==> config.mk <==
export PLATFORM = sky130hd
export DESIGN_NAME = atsm_top
export DESIGN_NICKNAME = d
export VERILOG_FILES = /design/src/design/atsm_led_latch.v /design/src/design/atsm_nv_mem.v /design/src/design/atsm_top.v
export VERILOG_INCLUDE_DIRS = /design/src /design/src/design
export SDC_FILE = /design/constraint.sdc
export NUM_CORES = 1
export LEC_CHECK = 0
export BUFFER_PORTS_ARGS = -buffer_cell sky130_fd_sc_hd__buf_4
export CAP_MARGIN = 20
export CORE_ASPECT_RATIO = 0.5
export CORE_MARGIN = 2
export CORE_UTILIZATION = 59
export CTS_BUF_LIST = sky130_fd_sc_hd__clkbuf_16
export DETAILED_ROUTE_END_ITERATION = 12
export PLACE_DENSITY = 0.79
export SLEW_MARGIN = 30
export SYNTH_ARGS = -nofsm -noshare
export SYNTH_HDL_FRONTEND = slang
export SYNTH_SLANG_ARGS = --single-unit
==> constraint.sdc <==
create_clock -name ref_clk_in -period 5 [get_ports ref_clk_in]
set_input_delay 0.5 -clock ref_clk_in [delete_from_list [all_inputs] [get_ports ref_clk_in]]
set_output_delay 0.5 -clock ref_clk_in [all_outputs]
set_load 0.02 [all_outputs]
==> src/design/atsm_regs.vh <==
/*
  Register map, field positions and reset values for the
  arc trip scheme matrix.
  Assumes a 32-bit register port with read data one cycle after the strobe.
*/
`ifndef ATSM_REGS_VH
`define ATSM_REGS_VH

`define ATSM_ADDR_W 4
`define ATSM_DATA_W 32

`define ATSM_REG_CTRL 4'h0
`define ATSM_REG_STATUS 4'h1
`define ATSM_REG_IRQ_STAT 4'h2
`define ATSM_REG_IRQ_MASK 4'h3
`define ATSM_REG_LED 4'h4
`define ATSM_REG_NV_CMD 4'h5
`define ATSM_REG_SETUP 4'h6

`define ATSM_CTRL_SCHEME_LSB 0
`define ATSM_CTRL_SCHEME_MSB 2
`define ATSM_CTRL_LIGHT_ONLY 3
`define ATSM_CTRL_BLOCK 4
`define ATSM_CTRL_RESET 5'h00

`define ATSM_SCHEME_0 3'h0
`define ATSM_SCHEME_1 3'h1
`define ATSM_SCHEME_2 3'h2
`define ATSM_SCHEME_3 3'h3
`define ATSM_SCHEME_4 3'h4

`define ATSM_IRQ_TRIP 0
`define ATSM_IRQ_LED 1
`define ATSM_IRQ_NV_DONE 2
`define ATSM_IRQ_W 3

`define ATSM_NV_SLOT_CTRL 2'h0
`define ATSM_NV_SLOT_SETUP 2'h1
`define ATSM_NV_SLOT_LED 2'h2

`define ATSM_NV_CMD_SAVE 0
`define ATSM_NV_CMD_LOAD 1

`endif

==> src/design/atsm_led_latch.v <==
/*
  Per-channel sticky LED indication latches with restore load.
  Assumes synchronous inputs; clear comes from the register port, restore from the non-volatile record store.
*/
module atsm_led_latch #(
  parameter N = 15
) (
  input wire ref_clk_in,
  input wire rstn_in,
  input wire [N-1:0] event_in,
  input wire clear_in,
  input wire load_in,
  input wire [N-1:0] load_data_in,
  output reg [N-1:0] led_out
);
  genvar i;
  generate
    for (i = 0; i < N; i = i + 1) begin : g_led
      always @(posedge ref_clk_in or negedge rstn_in) begin
        if (!rstn_in) begin
          led_out[i] <= 1'b0;
        end else if (load_in) begin
          led_out[i] <= load_data_in[i] | event_in[i];
        end else if (event_in[i]) begin
          led_out[i] <= 1'b1;
        end else if (clear_in) begin
          led_out[i] <= 1'b0;
        end
      end
    end
  endgenerate
endmodule

==> src/design/atsm_nv_mem.v <==
/*
  Small non-volatile store for control, setup and LED records.
  Assumes the physical array retains contents without power; read data registered.
*/
module atsm_nv_mem #(
  parameter WIDTH = 32,
  parameter DEPTH = 4,
  parameter AW = 2
) (
  input wire ref_clk_in,
  input wire wr_en_in,
  input wire [AW-1:0] addr_in,
  input wire [WIDTH-1:0] wr_data_in,
  output reg [WIDTH-1:0] rd_data_out
);
  reg [WIDTH-1:0] mem [0:DEPTH-1];

  always @(posedge ref_clk_in) begin
    if (wr_en_in) begin
      mem[addr_in] <= wr_data_in;
    end
    rd_data_out <= mem[addr_in];
  end
endmodule

==> src/design/atsm_top.v <==
/*
  Arc trip scheme matrix: maps sensor channels, current sense and external
  trip onto trip relays and auxiliary outputs, with register port,
  interrupt and non-volatile record store.
  Assumes all inputs are synchronous to ref_clk_in.
*/
`include "atsm_regs.vh"

module atsm_top #(
  parameter N_CH = 15
) (
  input wire ref_clk_in,
  input wire rstn_in,
  input wire [N_CH-1:0] sensor_in,
  input wire current_sense_input_in,
  input wire external_trip_input_in,
  input wire [`ATSM_ADDR_W-1:0] addr_in,
  input wire [`ATSM_DATA_W-1:0] wr_data_in,
  input wire wr_en_in,
  input wire rd_en_in,
  output reg [`ATSM_DATA_W-1:0] rd_data_out,
  output reg trip_relay_1_out,
  output reg trip_relay_2_out,
  output reg trip_relay_3_out,
  output reg trip_relay_4_out,
  output reg high_speed_output_out,
  output reg fast_clear_output_out,
  output reg trip_indication_output_out,
  output reg irq_out
);
  ////////////////////////////////////////////////////////////////////////
  // Register state
  reg [4:0] ctrl;
  reg [31:0] setup;
  reg [`ATSM_IRQ_W-1:0] irq_stat;
  reg [`ATSM_IRQ_W-1:0] irq_mask;
  reg ind_clear;
  wire [2:0] scheme = ctrl[`ATSM_CTRL_SCHEME_MSB:`ATSM_CTRL_SCHEME_LSB];
  wire light_only = ctrl[`ATSM_CTRL_LIGHT_ONLY];
  wire blocking = ctrl[`ATSM_CTRL_BLOCK];
  wire [N_CH-1:0] led;

  function wr_hit;
    input [`ATSM_ADDR_W-1:0] a;
    input [`ATSM_ADDR_W-1:0] r;
    begin
      wr_hit = wr_en_in && (a == r);
    end
  endfunction

  ////////////////////////////////////////////////////////////////////////
  // Trip criterion
  // light with current, or light alone when light-only is set
  wire crit_ok = light_only | current_sense_input_in;
  wire [N_CH-1:0] light = sensor_in & {N_CH{crit_ok}};

  ////////////////////////////////////////////////////////////////////////
  // Scheme matrix
  reg [3:0] rel;
  reg high_speed_output;
  reg fcl;
  reg any_light;
  reg [N_CH-1:0] other_mask;
  always @* begin
    rel = 4'h0;
    high_speed_output = 1'b0;
    fcl = 1'b0;
    any_light = |light;
    other_mask = {N_CH{1'b1}};
    other_mask[10] = 1'b0;
    other_mask[11] = 1'b0;
    other_mask[12] = 1'b0;
    case (scheme)
      `ATSM_SCHEME_3: begin
        rel[0] = light[10];
        rel[1] = light[11];
        rel[2] = light[12];
        rel[3] = |(light & other_mask);
        high_speed_output = rel[3];
        fcl = 1'b0;
      end
      `ATSM_SCHEME_4: begin
        other_mask[13] = 1'b0;
        rel = {4{|(light & other_mask)}};
        rel = rel | {light[13], light[12], light[11], light[10]};
        high_speed_output = |(light & other_mask);
        fcl = 1'b0;
      end
      `ATSM_SCHEME_2: begin
        rel[0] = any_light;
        rel[1] = light[0] | light[1];
        rel[2] = |light[N_CH-1:2];
        rel[3] = light[13];
        high_speed_output = any_light;
        fcl = |(light & ~15'h0013);
      end
      `ATSM_SCHEME_1: begin
        rel = {4{any_light}};
        high_speed_output = any_light;
        fcl = |(light & ~15'h0013);
      end
      `ATSM_SCHEME_0: begin
        rel = {4{any_light}};
        high_speed_output = any_light;
        fcl = |(light & ~15'h0010);
      end
      default: begin
        rel = 4'h0;
      end
    endcase
  end

  ////////////////////////////////////////////////////////////////////////
  // Output stage
  // external trip all four relays
  wire [3:0] next_rel = blocking ? 4'h0 : (rel | {4{external_trip_input_in}});
  wire next_hso = !blocking && high_speed_output;
  wire next_fcl = !blocking && current_sense_input_in &&
    (fcl || external_trip_input_in);
  wire trip_now = |next_rel || next_hso;

  always @(posedge ref_clk_in or negedge rstn_in) begin
    if (!rstn_in) begin
      trip_relay_1_out <= 1'b0;
      trip_relay_2_out <= 1'b0;
      trip_relay_3_out <= 1'b0;
      trip_relay_4_out <= 1'b0;
      high_speed_output_out <= 1'b0;
      fast_clear_output_out <= 1'b0;
      trip_indication_output_out <= 1'b0;
    end else begin
      trip_relay_1_out <= next_rel[0];
      trip_relay_2_out <= next_rel[1];
      trip_relay_3_out <= next_rel[2];
      trip_relay_4_out <= next_rel[3];
      high_speed_output_out <= next_hso;
      fast_clear_output_out <= next_fcl;
      if (trip_now) begin
        trip_indication_output_out <= 1'b1;
      end else if (ind_clear) begin
        trip_indication_output_out <= 1'b0;
      end
    end
  end

  ////////////////////////////////////////////////////////////////////////
  // Non-volatile record store
  reg [1:0] nv_addr;
  reg [31:0] nv_wdata;
  reg nv_we;
  reg [1:0] nv_phase;
  reg [1:0] nv_load_slot;
  reg nv_loading;
  reg led_load;
  wire [31:0] nv_rdata;

  localparam NV_IDLE = 2'h0;
  localparam NV_WAIT = 2'h1;
  localparam NV_TAKE = 2'h2;

  atsm_nv_mem #(.WIDTH(32), .DEPTH(4), .AW(2)) u_nv (
    .ref_clk_in(ref_clk_in),
    .wr_en_in(nv_we),
    .addr_in(nv_addr),
    .wr_data_in(nv_wdata),
    .rd_data_out(nv_rdata)
  );

  atsm_led_latch #(.N(N_CH)) u_led (
    .ref_clk_in(ref_clk_in),
    .rstn_in(rstn_in),
    .event_in(sensor_in),
    .clear_in(wr_hit(addr_in, `ATSM_REG_LED)),
    .load_in(led_load),
    .load_data_in(nv_rdata[N_CH-1:0]),
    .led_out(led)
  );

  wire save_cmd = wr_hit(addr_in, `ATSM_REG_NV_CMD) && wr_data_in[`ATSM_NV_CMD_SAVE];
  wire load_cmd = wr_hit(addr_in, `ATSM_REG_NV_CMD) && wr_data_in[`ATSM_NV_CMD_LOAD];
  reg [1:0] save_slot;
  reg nv_done;

  always @(posedge ref_clk_in or negedge rstn_in) begin
    if (!rstn_in) begin
      nv_phase <= NV_IDLE;
      nv_addr <= 2'h0;
      nv_wdata <= 32'h0;
      nv_we <= 1'b0;
      nv_load_slot <= 2'h0;
      nv_loading <= 1'b0;
      save_slot <= 2'h0;
      led_load <= 1'b0;
      nv_done <= 1'b0;
    end else begin
      nv_we <= 1'b0;
      led_load <= 1'b0;
      nv_done <= 1'b0;
      case (nv_phase)
        NV_IDLE: begin
          if (save_cmd) begin
            nv_loading <= 1'b0;
            save_slot <= `ATSM_NV_SLOT_CTRL;
            nv_phase <= NV_WAIT;
          end else if (load_cmd) begin
            nv_loading <= 1'b1;
            nv_addr <= `ATSM_NV_SLOT_CTRL;
            nv_phase <= NV_WAIT;
          end
        end
        NV_WAIT: begin
          if (nv_loading) begin
            nv_load_slot <= nv_addr;
            nv_phase <= NV_TAKE;
          end else begin
            nv_we <= 1'b1;
            nv_addr <= save_slot;
            nv_wdata <= (save_slot == `ATSM_NV_SLOT_CTRL) ? {27'h0, ctrl} :
              (save_slot == `ATSM_NV_SLOT_SETUP) ? setup : {17'h0, led};
            if (save_slot == `ATSM_NV_SLOT_LED) begin
              nv_done <= 1'b1;
              nv_phase <= NV_IDLE;
            end else begin
              save_slot <= save_slot + 2'h1;
            end
          end
        end
        NV_TAKE: begin
          led_load <= (nv_load_slot == `ATSM_NV_SLOT_LED);
          if (nv_load_slot == `ATSM_NV_SLOT_LED) begin
            nv_done <= 1'b1;
            nv_phase <= NV_IDLE;
          end else begin
            nv_addr <= nv_load_slot + 2'h1;
            nv_phase <= NV_WAIT;
          end
        end
        default: begin
          nv_phase <= NV_IDLE;
        end
      endcase
    end
  end

  wire take_ctrl = (nv_phase == NV_TAKE) && (nv_load_slot == `ATSM_NV_SLOT_CTRL);
  wire take_setup = (nv_phase == NV_TAKE) && (nv_load_slot == `ATSM_NV_SLOT_SETUP);

  ////////////////////////////////////////////////////////////////////////
  // Register port and interrupts
  wire [`ATSM_IRQ_W-1:0] irq_ev = {nv_done, |sensor_in, trip_now};
  always @(posedge ref_clk_in or negedge rstn_in) begin
    if (!rstn_in) begin
      ctrl <= `ATSM_CTRL_RESET;
      setup <= 32'h0;
      irq_stat <= 3'h0;
      irq_mask <= 3'h0;
      ind_clear <= 1'b0;
      rd_data_out <= 32'h0;
      irq_out <= 1'b0;
    end else begin
      ind_clear <= wr_hit(addr_in, `ATSM_REG_STATUS) && wr_data_in[0];
      if (take_ctrl) begin
        ctrl <= nv_rdata[4:0];
      end else if (wr_hit(addr_in, `ATSM_REG_CTRL)) begin
        ctrl <= wr_data_in[4:0];
      end
      if (take_setup) begin
        setup <= nv_rdata;
      end else if (wr_hit(addr_in, `ATSM_REG_SETUP)) begin
        setup <= wr_data_in;
      end
      if (wr_hit(addr_in, `ATSM_REG_IRQ_MASK)) begin
        irq_mask <= wr_data_in[`ATSM_IRQ_W-1:0];
      end
      // Set wins over write-one clear
      irq_stat <= (irq_stat & ~(wr_hit(addr_in, `ATSM_REG_IRQ_STAT) ?
        wr_data_in[`ATSM_IRQ_W-1:0] : 3'h0)) | irq_ev;
      irq_out <= |(irq_stat & irq_mask);
      rd_data_out <= 32'h0;
      if (rd_en_in) begin
        case (addr_in)
          `ATSM_REG_CTRL: rd_data_out <= {27'h0, ctrl};
          `ATSM_REG_STATUS: rd_data_out <= {22'h0, nv_phase, trip_relay_4_out,
            trip_relay_3_out, trip_relay_2_out, trip_relay_1_out,
            fast_clear_output_out, high_speed_output_out,
            current_sense_input_in, trip_indication_output_out};
          `ATSM_REG_IRQ_STAT: rd_data_out <= {29'h0, irq_stat};
          `ATSM_REG_IRQ_MASK: rd_data_out <= {29'h0, irq_mask};
          `ATSM_REG_LED: rd_data_out <= {17'h0, led};
          `ATSM_REG_SETUP: rd_data_out <= setup;
          default: rd_data_out <= 32'h0;
        endcase
      end
    end
  end
endmodule

Word level (Yosys, flattened, before mapping)

Memory sizes are Yosys's and may differ from the RTL's. A register that Yosys moved wholly into a read port is not among the register bits.
Cells that the tools add are included.
W data, S select, Z words.

RAM bits: 128
Output and inout bits: 40
Memories kept: 1
Bits of input ports: 57
Word-level logic and storage cells: 224
Flip-flop bits (word level): 143

Memories:

| name     | words | width | read ports | clocked after memory_dff | wr ports | RTL line         | source |
|---|---|---|---|---|---|---|---|
| u_nv.mem | 4     | 32    | 1          | 1                        | 1        | atsm_nv_mem.v:16 | `reg [WIDTH-1:0] mem [0:DEPTH-1];` |

Add/subtract/negate cells: 2
Reductions and logical operators: 62
Equality and inequality tests: 24
Bitwise gates (word level): 25
Muxes and demuxes: 72

Operators by type and width:

| cell                 | number |
|---|---|
| $pmux W32 S6         | 1 |
| $mux W32             | 5 |
| $reduce_bool A3 Y1   | 16 |
| $mux W1              | 44 |
| $reduce_or A15 Y1    | 2 |
| $reduce_or A12 Y1    | 2 |
| $mux W2              | 11 |
| $or A1 B1 Y1         | 17 |
| $pmux W4 S4          | 1 |
| $and A15 B15 Y15     | 1 |
| $logic_and A1 B1 Y1  | 15 |
| $reduce_or A14 Y1    | 1 |
| $reduce_or A13 Y1    | 1 |
| $eq A4 B3 Y1 const B | 3 |
| $ne A2 B2 Y1 const B | 6 |
| $pmux W2 S3          | 2 |
| $reduce_or A11 Y1    | 1 |
| $mux W5              | 2 |
| $reduce_bool A2 Y1   | 5 |
| $eq A4 B2 Y1 const B | 2 |
| $or A4 B4 Y4         | 2 |
| $reduce_and A2 Y1    | 4 |
| $and A3 B3 Y3        | 2 |
| $eq A2 B1 Y1 const B | 3 |
| 25 further kinds     | 36 |

Longest topological paths before layout

Gate-level depths: netlist of run 1.

Word-level depth: 10
Mapped depth: 7
Gate-level depth less buffers: 7

Cells and area by module

From an unflattened synthesis of run 1, not the netlist that was laid out.

Cell total of the unflattened synthesis: 772
Area, all modules: 11746.3 µm²

By module, submodules not included:

| module         | cells an instance | area each (µm²) | seq. area each (µm²) | instances |
|---|---|---|---|---|
| atsm_top       | 534               | 5851.9          | 3203.1               | 1 |
| atsm_nv_mem    | 204               | 5333.9          | 4484.3               | 1 |
| atsm_led_latch | 34                | 560.5           | 375.4                | 1 |

Worst setup path before layout of run 1

No wires, ideal clock.

Path type: register to register
Start: register nv_addr[1]
End: memory u_nv.mem[0][0], enable pin
Path buffers: 2
Arrival time: 3236 ps
Setup time: 468 ps
Slack: 1297 ps
Required time: 4532 ps
Period minus slack after synthesis: 3703 ps
Stages on the path, launching flop included: 4
Cells stage by stage: dfrtp_1 > clkbuf_1 > buf_1 > nor3b_1

RTL lines:

| item                   | RTL line         | source |
|---|---|---|
| start, declared        | atsm_top.v:148   | `reg [1:0] nv_addr;` |
| start signal, assigned | atsm_top.v:207   | `` nv_addr <= `ATSM_NV_SLOT_CTRL; `` |
| start signal, assigned | atsm_top.v:217   | `nv_addr <= save_slot;` |
| start signal, assigned | atsm_top.v:234   | `nv_addr <= nv_load_slot + 2'h1;` |
| end, declared          | atsm_nv_mem.v:16 |  |

Straight into the memory's write port.

Worst setup path in the final report of run 1

Start: register nv_phase[1]
End: register nv_phase[1]

Longest elaborated chain between the ends: 3
Elaborated cells on any way between the ends: 7
Classes of those cells: 4 x eq/ne; 1 x mux; 2 x reduce/logical

Ends and longest elaborated chain:

| item                                                    | RTL line       | source |
|---|---|---|
| start, declared                                         | atsm_top.v:151 | `reg [1:0] nv_phase;` |
| start signal, assigned                                  | atsm_top.v:186 | `nv_phase <= NV_IDLE;` |
| start signal, assigned                                  | atsm_top.v:204 | `nv_phase <= NV_WAIT;` |
| start signal, assigned                                  | atsm_top.v:208 | `nv_phase <= NV_WAIT;` |
| $eq A2 B1 Y1 / $logic_not A2 Y1 (equally long branches) | atsm_top.v:199 | `case (nv_phase)` |
| $ne A3 B3 Y1 (no source line)                           | -              |  |
| $reduce_and A2 Y1 (no source line)                      | -              |  |

Several ways; a longest one is shown, not always the timed one.
A chain may end at the register's enable or synchronous reset.

==> run summary, run 1 <==
Status -> complete, no violations
Reg clk slew, reported paths -> 0.07 ns
Largest net degree at the start of global routing -> 66
FP Rows -> 36
Detail-routed via count per cell -> 6.14
Max Buffers Root-to-Sink -> 3
Number of buffers added on ports -> 96
Yosys top cell area share -> 32.8%
Setup violations, final -> 0
Die area -> 21100 µm²
Initial antenna violation count -> 1
Clk pwr share -> 25.3%
Reg2reg setup slack -> 2.56 ns
Reg-to-reg startpoint -> nv_phase[1]$_DFFE_PN0P_
Peak supply drop -> 0.272 mV
DR pass1 iterations -> 6
Global-route wire length before repair -> 42.2 mm
Max-capacitance violation count -> 0
Fmax -> 409 MHz
DRT iter0 DRCs -> 629
Worst EP required -> 5.41 ns
CP endpoint kind -> flop
Clk root buf -> clkbuf_16
# diodes -> 0
Leak -> 5.75 nW
CP max FO -> 19
Post-Syn Instances -> 788
Tot GR Track Use -> 26.4%
CTS tree -> done
Post-Route Utilization -> 69.6%
Net Count, Synth -> 855
# resized after CTS -> 0
Sw power -> 2.33 mW
Post-CTS Setup Inserts -> 0
Synth area leaders -> edfxtp_1 (33%), dfrtp_1 (31%), mux4_2 (6.3%)
WHS Path Cells -> 2
RSZ-0062 raised after global routing -> no
IO Count -> 97
Synth Area per Inst -> 14.9 µm²
Post-synthesis async set-or-reset flop share -> 47.2%
Worst Max-Slew Pin Slew -> 0.938 ns
Post-synth EDFFs -> 128
RR Endpoint -> nv_phase[1]$_DFFE_PN0P_
Post-synthesis sequential area ratio -> 68.9%
Net Sw Frac -> 31.0%
Final routed DRC violation total -> 0
HP Start -> sensor_in[4]
P per Cell Area -> 555 nW/µm²
Hold Vio Cnt, Final -> 0
Share of cells above drive strength 1 -> 23.2%
Slew headroom -> 37.4%
Synth top cells by count -> dfrtp_1 (143), edfxtp_1 (128), nand2_1 (72)
Routability congestion estimate -> 1.02
Starting density of the core -> 60.2%
Crit Path Class -> flop to flop
Vias -> 7170
Reg power frac -> 52.2%
Startpoint type of the worst setup path -> flop
Antenna-violating nets left -> 0
Synth unique cells -> 54
Synth Warn # -> 0
GR Overflow Total -> 0
Core box area -> 19500 µm²
Synthesized flop and latch total -> 303
Synth-to-layout area growth -> 15.6%
Clk Latency, worst-skew pair -> 0.54 ns
H-tree levels -> 1
Int Pwr -> 5.18 mW
Synth area leader -> edfxtp_1
Hpwl dp -> 17.1 mm
Max Clock Skew -> 0.0165 ns
Period minus WS final -> 2.44 ns
Nets -> 949
Most frequent cell after synthesis -> dfrtp_1
Hold Path End -> u_led.led_out[4]$_DFFE_PN0P_
Setup Total Neg Slack -> 0 ns
CTS sink count -> 303
Max-slew violation count -> 0
Post-DR wirelength/cell -> 22.9 µm
Number of global-route vias before repair -> 7320
Final WL -> 26.7 mm
Die Y -> 104 µm
Die W -> 203 µm
Arrival time at the worst endpoint -> 2.86 ns
Num CTS Buffers -> 25
Cell count of the worst reg-to-reg path -> 6
Primary FF master, synth -> dfrtp_1
Period utilisation layout -> 48.9%
Syn Std Cell Area -> 11700 µm²
Worst Hold Class -> primary input to flop
Combinational fraction of design power -> 22.6%
[cell usage in the layout, fill, tap and decap left out, types with 4 or more instances in the layout]
cell type	count
mux2_2	12
clkbuf_16	25
inv_1	18
a21oi_1	18
dfxtp_1	32
edfxtp_1	128
buf_4	111
a22o_1	17
o21ai_0	56
mux2i_1	54
ha_1	9
nand2_1	71
or2_2	5
a22oi_1	9
nor4_1	4
dfrtp_1	142
and3_1	21
a222oi_1	11
nor3_1	7
mux4_2	33
nand3_1	5
nor2_1	29
a221o_1	14
clkinv_1	6
[final cells by class]
type | count | area, µm²
clock buffers | 25 | 626
fillers | 1311 | 5920
inverters | 11 | 41.3
flip-flops and latches | 303 | 8060
clock inverters | 21 | 163
well taps | 266 | 333
repair buffers | 113 | 855
multi-input cells | 428 | 3460
[stage by stage]
| step | setup slack (ns) | cells | instance area (µm²) | hold slack, ns | power, mW |
|---|---|---|---|---|---|
| final | 2.56 | 1167 | 13500 | 0.170 | 7.51 |
| after global placement | 2.42 | 1120 | 12700 | 0.471 | 5.51 |
| after global routing | 2.35 | 1167 | 13500 | 0.169 | 7.89 |
| after floorplan | 1.30 | 788 | 11700 | 0.204 | 4.95 |
| after CTS | 2.52 | 1167 | 13500 | 0.164 | 7.53 |
| after detailed placement | 2.38 | 1120 | 12700 | 0.479 | 5.61 |
[kinds of logic (layout without fill, tap and decap cells)]
kind of cell	Yosys count	after routing	share of synthesized area [%]
simple gates	169	169	7.03
flops	303	303	68.9
fa+ha+maj	10	10	1.07
buf+inv	57	170	1.91
compound gates	150	150	9.02
mux	99	99	12.1
[sequential cells by signal, indices dropped and copies added, names as in the netlist, 3 cells and up]
signal and count:
irq_stat 3, setup 32, rd_data_out 32, ctrl 5, u_nv.rd_data_out 32, u_led.led_out 15, nv_wdata 32, irq_mask 3
u_nv.mem 128
[repair_timing]
action | in CTS | in global routing
setup endpoints to repair | 0 | 0
hold buffers | 1 | 0
endpoints found under the hold margin | 63 | 0
[worst max-delay path, stage by stage (launching register included)]
cell      delay, ns
dfrtp_1        0.49
inv_1          0.11
ha_1           0.27
nand2b_1       0.67
nor2_1         0.13
a21oi_1        0.28
mux2_2         0.38
[worst max path at each step]
stage	startpoint	end
after detailed placement	addr_in[3]	setup[29]$_DFFE_PN0P_
after floorplan	nv_addr[1]$_DFFE_PN0P_	u_nv.mem[0][0]$_DFFE_PP_
after global placement	sensor_in[4]	trip_indication_output_out$_DFFE_PN0P_
after global routing	nv_phase[1]$_DFFE_PN0P_	nv_phase[1]$_DFFE_PN0P_
after CTS	nv_addr[1]$_DFFE_PN0P_	u_nv.mem[3][11]$_DFFE_PP_
final	nv_phase[1]$_DFFE_PN0P_	nv_phase[1]$_DFFE_PN0P_
[power by group through the flow]
stage,registers [mW],clock network (mW),logic [mW]
after floorplan,3.77,0,1.18
after global placement,3.89,0,1.63
after detailed placement,3.94,0,1.67
after CTS,3.90,1.92,1.70
after global routing,3.99,2.03,1.87
final,3.92,1.90,1.69
[routing by layer]
metal | global-route usage [%] | routed length [µm] | vias up
met3 | 4.97 | 2410 | 48
li1 | - | - | 3159
met5 | 0 | 0 | -
met4 | 6.26 | 519 | 0
met2 | 40.1 | 12000 | 342
met1 | 40.1 | 11700 | 3621
Note: power is estimated with default switching activity, not from simulation.
==> inputs of run 2 (changes only) <==
--- a/config.mk
+++ b/config.mk
@@ -10,10 +10,10 @@
 export CAP_MARGIN = 20
 export CORE_ASPECT_RATIO = 0.5
 export CORE_MARGIN = 2
-export CORE_UTILIZATION = 59
+export CORE_UTILIZATION = 53
 export CTS_BUF_LIST = sky130_fd_sc_hd__clkbuf_16
 export DETAILED_ROUTE_END_ITERATION = 12
-export PLACE_DENSITY = 0.79
+export PLACE_DENSITY = 0.75
 export SLEW_MARGIN = 30
 export SYNTH_ARGS = -nofsm -noshare
 export SYNTH_HDL_FRONTEND = slang
==> constraint.sdc (replaced) <==
create_clock -name ref_clk_in -period 2.1 [get_ports ref_clk_in]
set_input_delay 0.21 -clock ref_clk_in [delete_from_list [all_inputs] [get_ports ref_clk_in]]
set_output_delay 0.21 -clock ref_clk_in [all_outputs]
set_load 0.02 [all_outputs]
==> run 2 against run 1 <==
Against the previous run: non-clock buffer count rose by 71; largest cell class unchanged; clock-buffer cell count rose by 3; register-to-register slack got worse by 2.4 ns; critical path type is now primary input to flop; routed wire length rose by 9.9%; global-route usage fell by 0.69 points; clock skew rose by 0.0042 ns; utilization fell by 3.3 points.
==> run summary, run 2 (synthesis results as in run 1) <==
Post-DR wirelength/cell -> 23.0 µm (was 22.9 µm)
Arrival time at the worst endpoint -> 2.42 ns (was 2.86 ns)
Final routed DRC violation total -> 0 (unchanged)
Startpoint type of the worst setup path -> primary input (was flop)
Max-capacitance violation count -> 0 (unchanged)
GRT met1 Usage -> 38.0% (was 40.1%)
Period minus WS final -> 2.02 ns
Vias -> 7537 (was 7170)
Clk root buf -> clkbuf_16 (unchanged)
Routability congestion estimate -> 0.949 (was 1.02)
Final WL -> 29.3 mm (was 26.7 mm)
PnR Total Power -> 18.6 mW (was 7.51 mW)
DP Worst Slack -> -0.188 ns (was 2.38 ns)
Setup slack after layout -> 0.0780 ns (was 2.56 ns)
Core box area -> 21700 µm² (was 19500 µm²)
FP Rows -> 38 (was 36)
RSZ-0062 raised after global routing -> no (unchanged)
CP Buf/Inv Count -> 2 (was 1)
Met3 Use GR -> 4.66% (was 4.97%)
Reg2reg setup slack -> 0.12 ns (was 2.56 ns)
Die Y -> 109 µm (was 104 µm)
GR Overflow Total -> 0 (unchanged)
DRT iter0 DRCs -> 766 (was 629)
Number of buffers added on ports -> 96 (unchanged)
CP Cell Sequence -> dlygate4sd3_1, buf_4, or2_2, or4_4, o211a_4, o311ai_4, nand3_1 (was inv_1, ha_1, nand2b_1, nor2_1, a21oi_1, mux2_2)
DR pass1 iterations -> 7 (was 6)
Largest net degree at the start of global routing -> 65 (was 66)
Worst path max stage delay -> 0.55 ns (was 0.67 ns)
Worst EP required -> 2.50 ns (was 5.41 ns)
Max-slew violation count -> 0 (unchanged)
Nets -> 1021 (was 949)
IO Count -> 97 (unchanged)
CP endpoint kind -> flop (unchanged)
Worst Max-Slew Pin Slew -> 0.668 ns (was 0.938 ns)
Hpwl dp -> 19.0 mm (was 17.1 mm)
Critical path's top delay family -> simple AND/OR/NAND/NOR gates (unchanged)
Fillers -> 1536 (was 1311)
Crit Path Class -> primary input to flop (was flop to flop)
Hold Vio Cnt, Final -> 0 (unchanged)
Max Buffers Root-to-Sink -> 3 (unchanged)
Die W -> 214 µm (was 203 µm)
Leak -> 6.13 nW (was 5.75 nW)
WHS -> 0.00144 ns (was 0.170 ns)
Antenna-violating nets left -> 0 (unchanged)
Worst path slowest cell -> dlygate4sd3_1 (was nand2b_1)
Detail-routed via count per cell -> 5.92 (was 6.14)
Commonest non-fill, non-tap cells in the layout -> buf_4 (144), dfrtp_1 (142), edfxtp_1 (128), nand2_1 (71), o21ai_0 (56) (was dfrtp_1 (142), edfxtp_1 (128), buf_4 (111), nand2_1 (71), o21ai_0 (56))
Largest Register -> u_nv.mem (unchanged)
Setup violations, final -> 0 (unchanged)
Num CTS Buffers -> 26 (was 25)
Global-route wire length before repair -> 45.3 mm (was 42.2 mm)
Reg clk slew, reported paths -> 0.07 ns (about the same)
Met2 GRT Util -> 40.2% (was 40.1%)
Synth-to-layout area growth -> 22.6% (was 15.6%)
Share of cells above drive strength 1 -> 26.3% (was 23.2%)
Clk Latency, worst-skew pair -> 0.54 ns (about the same)
Fmax -> 495 MHz
Commonest non-fill, non-tap cell in the layout -> buf_4 (was dfrtp_1)
GR peak layer -> met2 (was met1)
Status -> complete, no violations (unchanged)
P per Cell Area -> 1300 nW/µm² (was 555 nW/µm²)
Period utilisation layout -> 96.3%
Starting density of the core -> 54.0% (was 60.2%)
H-tree levels -> 1 (unchanged)
Peak supply drop -> 0.653 mV (was 0.272 mV)
Number of global-route vias before repair -> 7507 (was 7320)
Tot GR Track Use -> 25.7% (was 26.4%)
# diodes -> 0 (unchanged)
Max reg flops -> 128 (unchanged)
Initial antenna violation count -> 1 (unchanged)
Die area -> 23400 µm² (was 21100 µm²)
CTS sink count -> 303 (unchanged)
Max Clock Skew -> 0.0206 ns (was 0.0165 ns)
CP max FO -> 5 (was 19)
Worst Hold Class -> primary input to flop (unchanged)
CTS tree -> done (unchanged)
Slew headroom -> 55.0% (was 37.4%)
==> run 2: changes by cell type in the layout (fill, tap and decap cells not counted), sizes merged <==
| cell | previous run | this run |
|---|---|---|
| clkinv | 9 | 10 |
| bufinv | 2 | 1 |
| dlygate4sd3 | 1 | 31 |
| inv | 20 | 19 |
| clkbuf | 25 | 28 |
| buf | 112 | 153 |
==> run 2: repair_timing <==
item,in CTS,in global routing
setup buffers,0,1
pin swaps,0,1
endpoints found under the setup margin,1,4
resized for setup,1,3
hold buffers,31,0
hold endpoints to repair,88,0
==> run 2: cell type report <==
cell class	count	area, µm²	area share [%]
repair buffers	184	1560	10.9
well taps	300	375	2.61
inverters	11	41.3	0.288
multi-input cells	428	3490	24.3
clock buffers	28	701	4.88
flip-flops and latches	303	8060	56.2
clock inverters	20	121	0.845
==> run 2: path summary, 6_finish.rpt <==
kind / depth (start not counted) / end / start
worst max-delay path: 7 / irq_stat[0]$_DFF_PN0_ / sensor_in[8]
worst min-delay path: 3 / setup[24]$_DFFE_PN0P_ / wr_data_in[24]
worst max register to register: 6 / nv_addr[0]$_DFFE_PN0P_ / nv_load_slot[0]$_DFFE_PN0P_
worst min register to register: 1 / irq_stat[2]$_DFF_PN0_ / nv_done$_DFF_PN0_
max in group asynchronous: 3 / nv_addr[0]$_DFFE_PN0P_ / rstn_in
min in group asynchronous: 2 / trip_indication_output_out$_DFFE_PN0P_ / rstn_in
==> run 2: metrics by stage <==
stage	std cells	cell area, µm²	TNS [ns]	utilization (%)
after CTS	1273	14300	0	66.1
final	1274	14400	0	66.2
after detailed placement	1194	13200	-0.443	60.9
after floorplan	788	11700	0	-
after global routing	1274	14400	0	66.2
after global placement	1194	13200	-0.458	60.9
==> run 2: worst register-to-register path, cell delays in order (launching register included) <==
cell and delay [ns]:
dfrtp_1 0.37, inv_1 0.08, ha_1 0.22, and2_1 0.19
or3b_2 0.47, a21oi_2 0.18, mux2_2 0.36
==> run 2: power breakdown <==
part | total (mW) | leakage, nW | switching (mW) | internal [mW]
Sequential | 9.28 | 3.27 | 1.15 | 8.13
Clock | 4.64 | 0.430 | 2.11 | 2.53
Combinational | 4.72 | 2.43 | 2.60 | 2.12
==> run 2: per-layer routing <==
metal	share of wire (%)	routed length, µm
met1	44	13000
met2	46	13500
met3	7.4	2180
met4	2.3	679
met5	0	0
==> inputs of run 3 (changes only) <==
--- a/config.mk
+++ b/config.mk
@@ -6,13 +6,13 @@
 export SDC_FILE = /design/constraint.sdc
 export NUM_CORES = 1
 export LEC_CHECK = 0
-export BUFFER_PORTS_ARGS = -buffer_cell sky130_fd_sc_hd__buf_4
 export CAP_MARGIN = 20
 export CORE_ASPECT_RATIO = 0.5
 export CORE_MARGIN = 2
-export CORE_UTILIZATION = 53
+export CORE_UTILIZATION = 57
 export CTS_BUF_LIST = sky130_fd_sc_hd__clkbuf_16
 export DETAILED_ROUTE_END_ITERATION = 12
+export DONT_BUFFER_PORTS = 1
 export PLACE_DENSITY = 0.75
 export SLEW_MARGIN = 30
 export SYNTH_ARGS = -nofsm -noshare
==> run 3 against run 2 <==
Against the previous run: highest routed layer is now met5; global-route usage grew 2.2 points; clock power grew 6.5%; cell count shrank 8.9%; critical path type is now flop to flop; sequential share of layout area grew 2.3 points; via count shrank 4.3%; cell area shrank 3.9%; the run now ends with negative hold slack left.
==> run summary, run 3 (synthesis results as in run 1) <==
FP Rows -> 36 (was 38)
Max-slew violation count -> 0 (unchanged)
Worst Max-Slew Pin Slew -> 0.748 ns (was 0.668 ns)
Met3 wire len -> 2.45 mm (was 2.18 mm)
Num CTS Buffers -> 26 (unchanged)
Max reg flops -> 128 (unchanged)
Commonest non-fill, non-tap cells in the layout -> dfrtp_1 (141), edfxtp_1 (128), nand2_1 (71), o21ai_0 (56), dlygate4sd3_1 (56) (was buf_4 (144), dfrtp_1 (142), edfxtp_1 (128), nand2_1 (71), o21ai_0 (56))
Global-route wire length before repair -> 45.1 mm (was 45.3 mm)
Hold Vio Cnt, Final -> 143 (was 0)
CP Capture Point -> nv_addr[0]$_DFFE_PN0P_ (was irq_stat[0]$_DFF_PN0_)
Fmax -> 499 MHz (was 495 MHz)
Cell count of the worst reg-to-reg path -> 6 (unchanged)
Initial antenna violation count -> 1 (unchanged)
Largest Register -> u_nv.mem (unchanged)
Commonest non-fill, non-tap cell in the layout -> dfrtp_1 (was buf_4)
IO Count -> 97 (unchanged)
Routability congestion estimate -> 0.897 (was 0.949)
Core box area -> 19800 µm² (was 21700 µm²)
Peak supply drop -> 0.783 mV (was 0.653 mV)
Nets -> 942 (was 1021)
Wl on met1 -> 12.7 mm (was 13.0 mm)
Die W -> 207 µm (was 214 µm)
Footprint of the multi-input gates -> 3480 µm² (was 3490 µm²)
DRT iter0 DRCs -> 845 (was 766)
Crit Path Class -> flop to flop (was primary input to flop)
Startpoint type of the worst setup path -> flop (was primary input)
Number of global-route vias before repair -> 7536 (was 7507)
Final routed DRC violation total -> 0 (unchanged)
Share of cells above drive strength 1 -> 17.0% (was 26.3%)
Max Clock Skew -> 0.0113 ns (was 0.0206 ns)
Reg clk slew, reported paths -> 0.07 ns (about the same)
Setup Total Neg Slack -> 0 ns (unchanged)
Post-DR wirelength/cell -> 25.1 µm (was 23.0 µm)
CTS tree -> done (unchanged)
Post-cts hold buffer count -> 56 (was 31)
Reg2reg setup slack -> 0.1 ns (was 0.12 ns)
# diodes -> 0 (unchanged)
CP startpoint -> nv_phase[0]$_DFFE_PN0P_ (was sensor_in[8])
Fillers -> 1332 (was 1536)
RSZ-0062 raised after global routing -> no (unchanged)
Number of buffers added on ports -> 0 (was 96)
CP endpoint kind -> flop (unchanged)
CTS sink count -> 303 (unchanged)
Arrival time at the worst endpoint -> 2.44 ns (was 2.42 ns)
WHS -> -0.656 ns (was 0.00144 ns)
Die Y -> 105 µm (was 109 µm)
Final WL -> 29.1 mm (was 29.3 mm)
Clk Latency, worst-skew pair -> 0.56 ns (was 0.54 ns)
Slew headroom -> 49.9% (was 55.0%)
Detail-routed via count per cell -> 6.22 (was 5.92)
Largest net degree at the start of global routing -> 144 (was 65)
GR Overflow Total -> 0 (unchanged)
Max-capacitance violation count -> 0 (unchanged)
Worst EP required -> 2.54 ns (was 2.50 ns)
Die area -> 21800 µm² (was 23400 µm²)
Clk root buf -> clkbuf_16 (unchanged)
Sequential Area -> 8070 µm² (was 8060 µm²)
DR pass1 iterations -> 6 (was 7)
Failing checks -> negative hold slack
H-tree levels -> 1 (unchanged)
Setup violations, final -> 0 (unchanged)
Hpwl dp -> 18.4 mm (was 19.0 mm)
Reg-to-reg startpoint -> nv_phase[0]$_DFFE_PN0P_ (was nv_load_slot[0]$_DFFE_PN0P_)
Vias -> 7216 (was 7537)
Period minus WS final -> 2.00 ns (was 2.02 ns)
Period utilisation layout -> 95.4% (was 96.3%)
P per Cell Area -> 1350 nW/µm² (was 1300 nW/µm²)
Antenna-violating nets left -> 0 (unchanged)
Synth-to-layout area growth -> 17.9% (was 22.6%)
Tot GR Track Use -> 27.9% (was 25.7%)
Leak -> 5.72 nW (was 6.13 nW)
Post-CTS Setup Inserts -> 0 (unchanged)
RR Endpoint -> nv_addr[0]$_DFFE_PN0P_ (unchanged)
Max Buffers Root-to-Sink -> 3 (unchanged)
Status -> finished, violations left (was complete, no violations)
Starting density of the core -> 59.1% (was 54.0%)
Met2 wire len -> 13.5 mm (about the same)
Top sig layer -> met5 (was met4)
CP max FO -> 5 (unchanged)
Worst Hold Class -> primary input to async pin (was primary input to flop)
[run 3: cell count changes in the layout (fill, tap and decap cells not counted), sizes merged]
cell / change
buf: -104
bufinv: +3
clkbuf: -2
clkinv: +1
clkinvlp: +1
dlygate4sd3: +25
inv: -3
[run 3: layout make-up]
cell class	count	share of cell area, %
Inverter	11	0.299
Clock inverter	22	1.66
Multi-Input combinational cell	428	25.2
Clock buffer	26	4.71
Tap cell	266	2.41
Timing Repair Buffer	105	7.27
Sequential cell	303	58.4
[run 3: worst min-delay path by stage]
stage	start	slack [ns]	to	depth (start not counted)
after CTS	rstn_in	-0.67	nv_wdata[31]$_DFFE_PN0P_	0
after floorplan	rstn_in	-0.09	ctrl[0]$_DFFE_PN0P_	0
after detailed placement	rstn_in	-0.08	rd_data_out[27]$_DFF_PN0_	0
after global routing	rstn_in	-0.68	rd_data_out[30]$_DFF_PN0_	0
final	rstn_in	-0.66	setup[28]$_DFFE_PN0P_	0
after global placement	rstn_in	-0.08	rd_data_out[24]$_DFF_PN0_	0
[run 3: per-layer routing]
| metal | vias up | global-route usage (%) |
|---|---|---|
| li1 | 3159 | - |
| met1 | 3724 | 41.1 |
| met2 | 298 | 42.6 |
| met3 | 33 | 7.58 |
| met4 | 2 | 5.22 |
| met5 | - | 0 |
[run 3: report_power, final]
part | leakage (nW) | switching, mW | internal [mW]
registers | 3.27 | 1.27 | 8.13
logic | 2.01 | 2.31 | 1.98
clock network | 0.438 | 2.17 | 2.77
[run 3: worst max-delay path, cell delays in order (launching register included)]
cell     delay (ns)
dfrtp_2        0.42
inv_1          0.08
ha_1           0.22
and2_1         0.16
or3b_2         0.44
a21oi_1        0.20
mux2_2         0.36
[run 3: timing repair]
action,CTS,global route
endpoints found under the setup margin,0,4
resized for setup,0,2
hold endpoints to repair,230,143
[run 3: through the flow]
stage                     util [%]  instance area (µm²)  setup WS, ns  instances  power (mW)
after CTS                     69.6                13800        0.0505       1161        18.6
after detailed placement      62.3                12400       -0.0673       1057        13.6
after global placement        62.3                12400       -0.0531       1057        13.4
after global routing          69.6                13800       0.00537       1161        19.5
final                         69.6                13800        0.0970       1161        18.6
after floorplan                  -                11700       0.00753        788        11.8
